--- src/verilog/remap_rank_regs.vh ---
// Constants for the channel re-mapping and shutdown rank registers
// How it works
// RULE1 - Re-mapping only permutes channels within one four-channel group.
// RULE2 - Re-mapping write ignored unless all four group channels are off.
// RULE3 - Four 2-bit fields; code 00..11 selects physical channel 1..4.
// RULE4 - Top bit pair serves logical channel 4, lower pairs lower channels.
// RULE5 - Re-mapping register powers up at 1110 0100, the identity mapping.
// RULE6 - External reset pin leaves the re-mapping register unchanged.
// RULE7 - A write with duplicate physical codes is discarded; old mapping kept.
// RULE8 - Host should run detection and classification after remap before power-on.
// RULE9 - Rank register 27h read/write, reset zero; bits 6:4 ch2, 2:0 ch1.
// RULE10 - With multi-rank enabled, rank decides turn-off on serial shutdown code.
// RULE11 - All-off and uniqueness checked on whole byte; update all or nothing.
// RULE12 - Re-mapping register reads back the mapping currently applied.
`ifndef REMAP_RANK_REGS_VH
`define REMAP_RANK_REGS_VH
`define CMD_REMAP        8'h26
`define CMD_RANK12       8'h27
`define REMAP_RESET_VAL  8'hE4
`define RANK_RESET_VAL   8'h00
`define RANK_WRITE_MASK  8'h77
`define CH1_RANK_LSB     0
`define CH2_RANK_LSB     4
`define RANK_W           3
`endif

--- src/verilog/map_code_checker.v ---
// Checks that four 2-bit physical codes are all distinct
`timescale 1ns/1ps
`default_nettype none
module map_code_checker
(
    // Candidate mapping byte
    input  wire [7:0] code_in,
    // Result
    output wire       unique_out
);
    wire [1:0] c0 = code_in[1:0];
    wire [1:0] c1 = code_in[3:2];
    wire [1:0] c2 = code_in[5:4];
    wire [1:0] c3 = code_in[7:6];
    // Four distinct codes out of four means a true permutation
    assign unique_out = (c0 != c1) && (c0 != c2) && (c0 != c3) &&
                        (c1 != c2) && (c1 != c3) && (c2 != c3); // RULE7
endmodule // map_code_checker
`default_nettype wire

--- src/verilog/channel_remap_priority_regs.v ---
// Re-mapping and channel 1/2 shutdown rank registers for one channel group
`timescale 1ns/1ps
`default_nettype none
`include "remap_rank_regs.vh"
module channel_remap_priority_regs
(
    // Clock and resets
    input  wire       clock_in,
    input  wire       resetn_in,
    input  wire       pin_resetn_in,
    // Command port from serial management slave
    input  wire       cmd_write_in,
    input  wire       cmd_read_in,
    input  wire [7:0] cmd_code_in,
    input  wire [7:0] cmd_data_in,
    // Group state and shutdown inputs
    input  wire [3:0] group_off_in,
    input  wire       multi_rank_enable_in,
    input  wire       serial_shutdown_valid_in,
    input  wire [2:0] serial_shutdown_input_in,
    // Read answer
    output reg  [7:0] read_data_out,
    output reg        read_valid_out,
    // Applied mapping, per logical channel, within this group only
    output reg  [7:0] logical_to_physical_map_out,
    output reg        map_write_rejected_out,
    // Shutdown requests to channels 1 and 2
    output reg  [1:0] rank_shutdown_out
);
    reg  [7:0] logical_to_physical_map_reg;
    reg  [7:0] ch12_shutdown_rank_reg;
    wire       codes_unique;
    wire       remap_hit = cmd_write_in && (cmd_code_in == `CMD_REMAP);
    wire       rank_hit  = cmd_write_in && (cmd_code_in == `CMD_RANK12);
    // Both checks are on the one written byte, so the update is all or nothing
    wire       remap_ok  = remap_hit && (&group_off_in) && codes_unique; // RULE2 RULE11
    wire [2:0] ch1_rank  = ch12_shutdown_rank_reg[`CH1_RANK_LSB +: `RANK_W];
    wire [2:0] ch2_rank  = ch12_shutdown_rank_reg[`CH2_RANK_LSB +: `RANK_W];

    map_code_checker checker_inst
    (
        .code_in    (cmd_data_in),
        .unique_out (codes_unique)
    );

    // Mapping only on the power-on reset; the pin reset must not touch it
    always @(posedge clock_in or negedge resetn_in)
    begin
        if (!resetn_in)
        begin
            logical_to_physical_map_reg <= `REMAP_RESET_VAL; // RULE5
            logical_to_physical_map_out <= `REMAP_RESET_VAL;
            map_write_rejected_out      <= 1'b0;
        end
        else
        begin
            // 2-bit codes cannot leave the group by construction
            if (remap_ok)
                logical_to_physical_map_reg <= cmd_data_in; // RULE1 RULE3 RULE4 RULE6 RULE7
            logical_to_physical_map_out <= remap_ok ? cmd_data_in
                                                    : logical_to_physical_map_reg;
            map_write_rejected_out <= remap_hit && !remap_ok;
        end
    end

    // Rank register is cleared by either reset
    always @(posedge clock_in or negedge resetn_in)
    begin
        if (!resetn_in)
            ch12_shutdown_rank_reg <= `RANK_RESET_VAL; // RULE9
        else if (!pin_resetn_in)
            ch12_shutdown_rank_reg <= `RANK_RESET_VAL;
        else if (rank_hit)
            ch12_shutdown_rank_reg <= cmd_data_in & `RANK_WRITE_MASK; // RULE9
    end

    // Read answer one cycle after the request
    always @(posedge clock_in or negedge resetn_in)
    begin
        if (!resetn_in)
        begin
            read_data_out  <= 8'h00;
            read_valid_out <= 1'b0;
        end
        else
        begin
            read_valid_out <= cmd_read_in;
            if (cmd_read_in)
            begin
                case (cmd_code_in)
                    `CMD_REMAP:  read_data_out <= logical_to_physical_map_reg; // RULE12
                    `CMD_RANK12: read_data_out <= ch12_shutdown_rank_reg;
                    default:     read_data_out <= 8'h00;
                endcase
            end
        end
    end

    // Channel turns off when received code is not above its rank
    always @(posedge clock_in or negedge resetn_in)
    begin
        if (!resetn_in)
            rank_shutdown_out <= 2'b00;
        else if (multi_rank_enable_in && serial_shutdown_valid_in)
            rank_shutdown_out <= {serial_shutdown_input_in <= ch2_rank,
                                  serial_shutdown_input_in <= ch1_rank}; // RULE10
        else
            rank_shutdown_out <= 2'b00;
    end
endmodule // channel_remap_priority_regs
`default_nettype wire

--- config.mk ---
export PLATFORM = sky130hd
export DESIGN_NAME = channel_remap_priority_regs
export DESIGN_NICKNAME = d
export VERILOG_FILES = /design/src/verilog/map_code_checker.v /design/src/verilog/channel_remap_priority_regs.v
export VERILOG_INCLUDE_DIRS = /design/src /design/src/verilog
export SDC_FILE = /design/constraint.sdc
export NUM_CORES = 1
export LEC_CHECK = 0
export ABC_CLOCK_PERIOD_IN_PS = 2300
export BUFFER_PORTS_ARGS = -buffer_cell sky130_fd_sc_hd__buf_2
export CAP_MARGIN = 20
export CORE_UTILIZATION = 55
export CTS_BUF_LIST = sky130_fd_sc_hd__clkbuf_4 sky130_fd_sc_hd__clkbuf_8
export DETAILED_ROUTE_END_ITERATION = 8
export GPL_TIMING_DRIVEN = 1
export PLACE_DENSITY = 0.87
export SLEW_MARGIN = 20
export SYNTH_ARGS = -nofsm -noshare
export SYNTH_HDL_FRONTEND = slang
export SYNTH_SLANG_ARGS = --single-unit
--- constraint.sdc ---
create_clock -name clock_in -period 2.3 [get_ports clock_in]
set_input_delay 0.23 -clock clock_in [delete_from_list [all_inputs] [get_ports clock_in]]
set_output_delay 0.23 -clock clock_in [all_outputs]
set_load 0.02 [all_outputs]
==> metrics.md <==
| Metric | Value |
|---|---|
| Total power | 818 uW |
| Synthesized flop and latch total | 26 |
| Num CTS Buffers | 3 |
| Crit path launch | cmd_code_in[4] |
| CP arrival | 1890 ps |
| HP Start | serial_shutdown_valid_in |
| Area of the die | ~2800 um2 |
| Status | complete, no violations |
| Number of flops mapped to enable cells by yosys | 0 |
| RSZ-0062 raised after global routing | false |
| Drt pass-1 iters | 4 |
| Worst Path Max Fanout | 8 |
| Placed insts | 205 |
| Crit Path Class | primary input to flip-flop |
| Gpl congestion | 0.821 |
| Std-Cell Rows | 18 |
| Main flop type after synthesis | dfrtp_1 |
| Pwr Density | between 400 and 500 nW/um2 |
| Final hold violations | 0 |
| Final min period | between 1500 and 2000 ps |
| Clk buf depth | 2 |
| Initial Utilization | 0.576 |
| Routed vias/inst | between 5 and 6 |
| Area delta synth->final | 21.0% |
| Largest net degree at the start of global routing | 27 |
| Syn_nets | 168 |
| Cell variety after synth | 30 |
| Leading cell type in the layout, fill and taps excluded | buf_2 |
| Fraction of layout cells with a size suffix above 1 | 0.378 |
| H-tree levels | 1 |
| CTS clk-pin slew, worst paths | 130 ps |
| Post-Layout Cell Count | 210 |
| Most frequent cells in the layout | buf_2 (49), dfrtp_1 (22), xnor2_1 (12), nand3_1 (10) |
| Net count, final | 217 |
| Worst Max-Slew Pin Slew | 578 ps |
| CP Capture Type | flip-flop |
| Total setup buffers inserted after CTS | 0 |
| GRT Total Usage | 0.211 |
| Avg Inst Size Synth | roughly 11 um2 |
| Syn Inst Count | 132 |
| Setup TNS | 0 ps |
| PortBufs | 49 |
| Warnings from Yosys | 0 |
| Fmax | 0.594 GHz |
| Initial antenna violation count | 0 |
| Root buf cell | clkbuf_4 |
| Type of the worst min-delay path | primary input to flip-flop |
| Sequential fraction of the synthesis area | 0.464 |
| Core Region | about 2500 um2 |
| I/O Pins | 50 |
| Die W | 52.7 um |
| DP HPWL | 2280 um |
| Async S/R FF share, synth | 1.00 |
| Worst Skew | 1.44 ps |
| Ant diodes | 0 |
| Startpoint types | primary input |
| Antenna Nets Post-Route | 0 |
| Worst R2R Start | ch12_shutdown_rank_reg[5] |
| CTS tree | built |
| Final setup viols | 0 |
| Clock Sinks | 26 |
| Core Util, Final | 0.697 |
| Routed len/inst | 13.1 um |
| Fin crit share | 0.732 |
| P_leak | 0.000803 uW |
| Skew-Pair Late Insertion Delay | ~300 ps |
| DIE HEIGHT | ~53 um |
| Max Cap Viol | 0 |
| Number of global-route vias before repair | 1033 |
| Initial drt markers | 32 |
| R2R setup slack | 1000 ps |
| Worst relative slew slack | 0.613 |
| Residual DRC | 0 |
| CP required | between 2000 and 3000 ps |
| Slew Viols, Final | 0 |
| Via count | around 1.2k |
| Total grt overflow | 0 |
| Post-Syn Area | ~1400 um2 |
| Max IR drop VDD | 0.364 mV |
| First-pass GRT wire length | about 4300 um |
| Drt total wl | ~2700 um |
stage by stage:
step           cell area (um2)  hold WS, ps  worst slack, ps
2_1_floorplan             1410        -65.6              668
3_3_place_gp              1660          232              328
3_5_place_dp              1660          239              284
4_1_cts                   1710          151              611
5_1_grt                   1710          144              561
6_report                  1710          153              616
area by class of cell:
| cell class | count | area (um2) |
|---|---|---|
| well taps | 30 | 37.5 |
| multi-input cells | 92 | 696 |
| clock buffers | 4 | 36.3 |
| flip-flops and latches | 26 | 656 |
| repair buffers | 50 | 255 |
| fillers | 196 | 744 |
| inverters | 8 | 30.0 |
Yosys cell counts (2+ instances only):
| cell type | n | area [um2] |
|---|---|---|
| dfrtp_1 | 22 | 551 |
| nand2b_1 | 2 | 12.5 |
| nand3_1 | 10 | 50.1 |
| a21boi_0 | 6 | 45.0 |
| inv_1 | 8 | 30.0 |
| nor2b_1 | 2 | 12.5 |
| ha_1 | 6 | 75.1 |
| nor2_1 | 6 | 22.5 |
| a22oi_1 | 8 | 60.1 |
| o21ai_0 | 4 | 20.0 |
| dfstp_2 | 4 | 105 |
| nand4_1 | 2 | 12.5 |
| xnor2_1 | 12 | 105 |
| clkbuf_1 | 3 | 11.3 |
| a21oi_1 | 8 | 40.0 |
| nand2_1 | 8 | 30.0 |
| mux2_4 | 8 | 120 |
where the power goes:
part           total (uW)  leakage [uW]  internal, uW  switching [uW]
Combinational         130      0.000446          56.3            73.2
Clock                 217     0.0000210          96.5             121
Sequential            471      0.000337           467            4.04
logic make-up after synthesis:
| group | synth area share |
|---|---|
| AO/OA/AOI/OAI | 0.132 |
| XOR/XNOR | 0.0743 |
| adder cells (fa/ha/maj) | 0.0531 |
| buffers and inverters | 0.0442 |
| flip-flops | 0.464 |
| multiplexers | 0.0850 |
| AND/OR/NAND/NOR | 0.148 |
path summary, 6_finish.rpt:
check,endpoint,cells after the start
min in group asynchronous,read_data_out[4],2
max in group asynchronous,logical_to_physical_map_reg[2],2
max,logical_to_physical_map_reg[0],5
min reg2reg,read_data_out[7],2
min,rank_shutdown_out[1],3
max reg2reg,rank_shutdown_out[1],6
repair_timing:
action                                 4_1_cts  5_1_grt
hold buffers                                 1        0
endpoints found under the hold margin       22        0
gates resized for setup                      0        0
worst max-delay path, stage by stage:
cell	delay [ps]
buf_2	100
or3b_2	480
nor4_1	190
and4_1	530
mux2_4	340
routing by layer:
layer,vias up,routed length [um],GRT usage
li1,561,-,-
met1,562,1160,0.258
met2,48,1420,0.382
met3,2,152,0.0232
met4,0,19,0.0658
met5,-,0,0
Note: power is estimated with default switching activity, not from simulation.
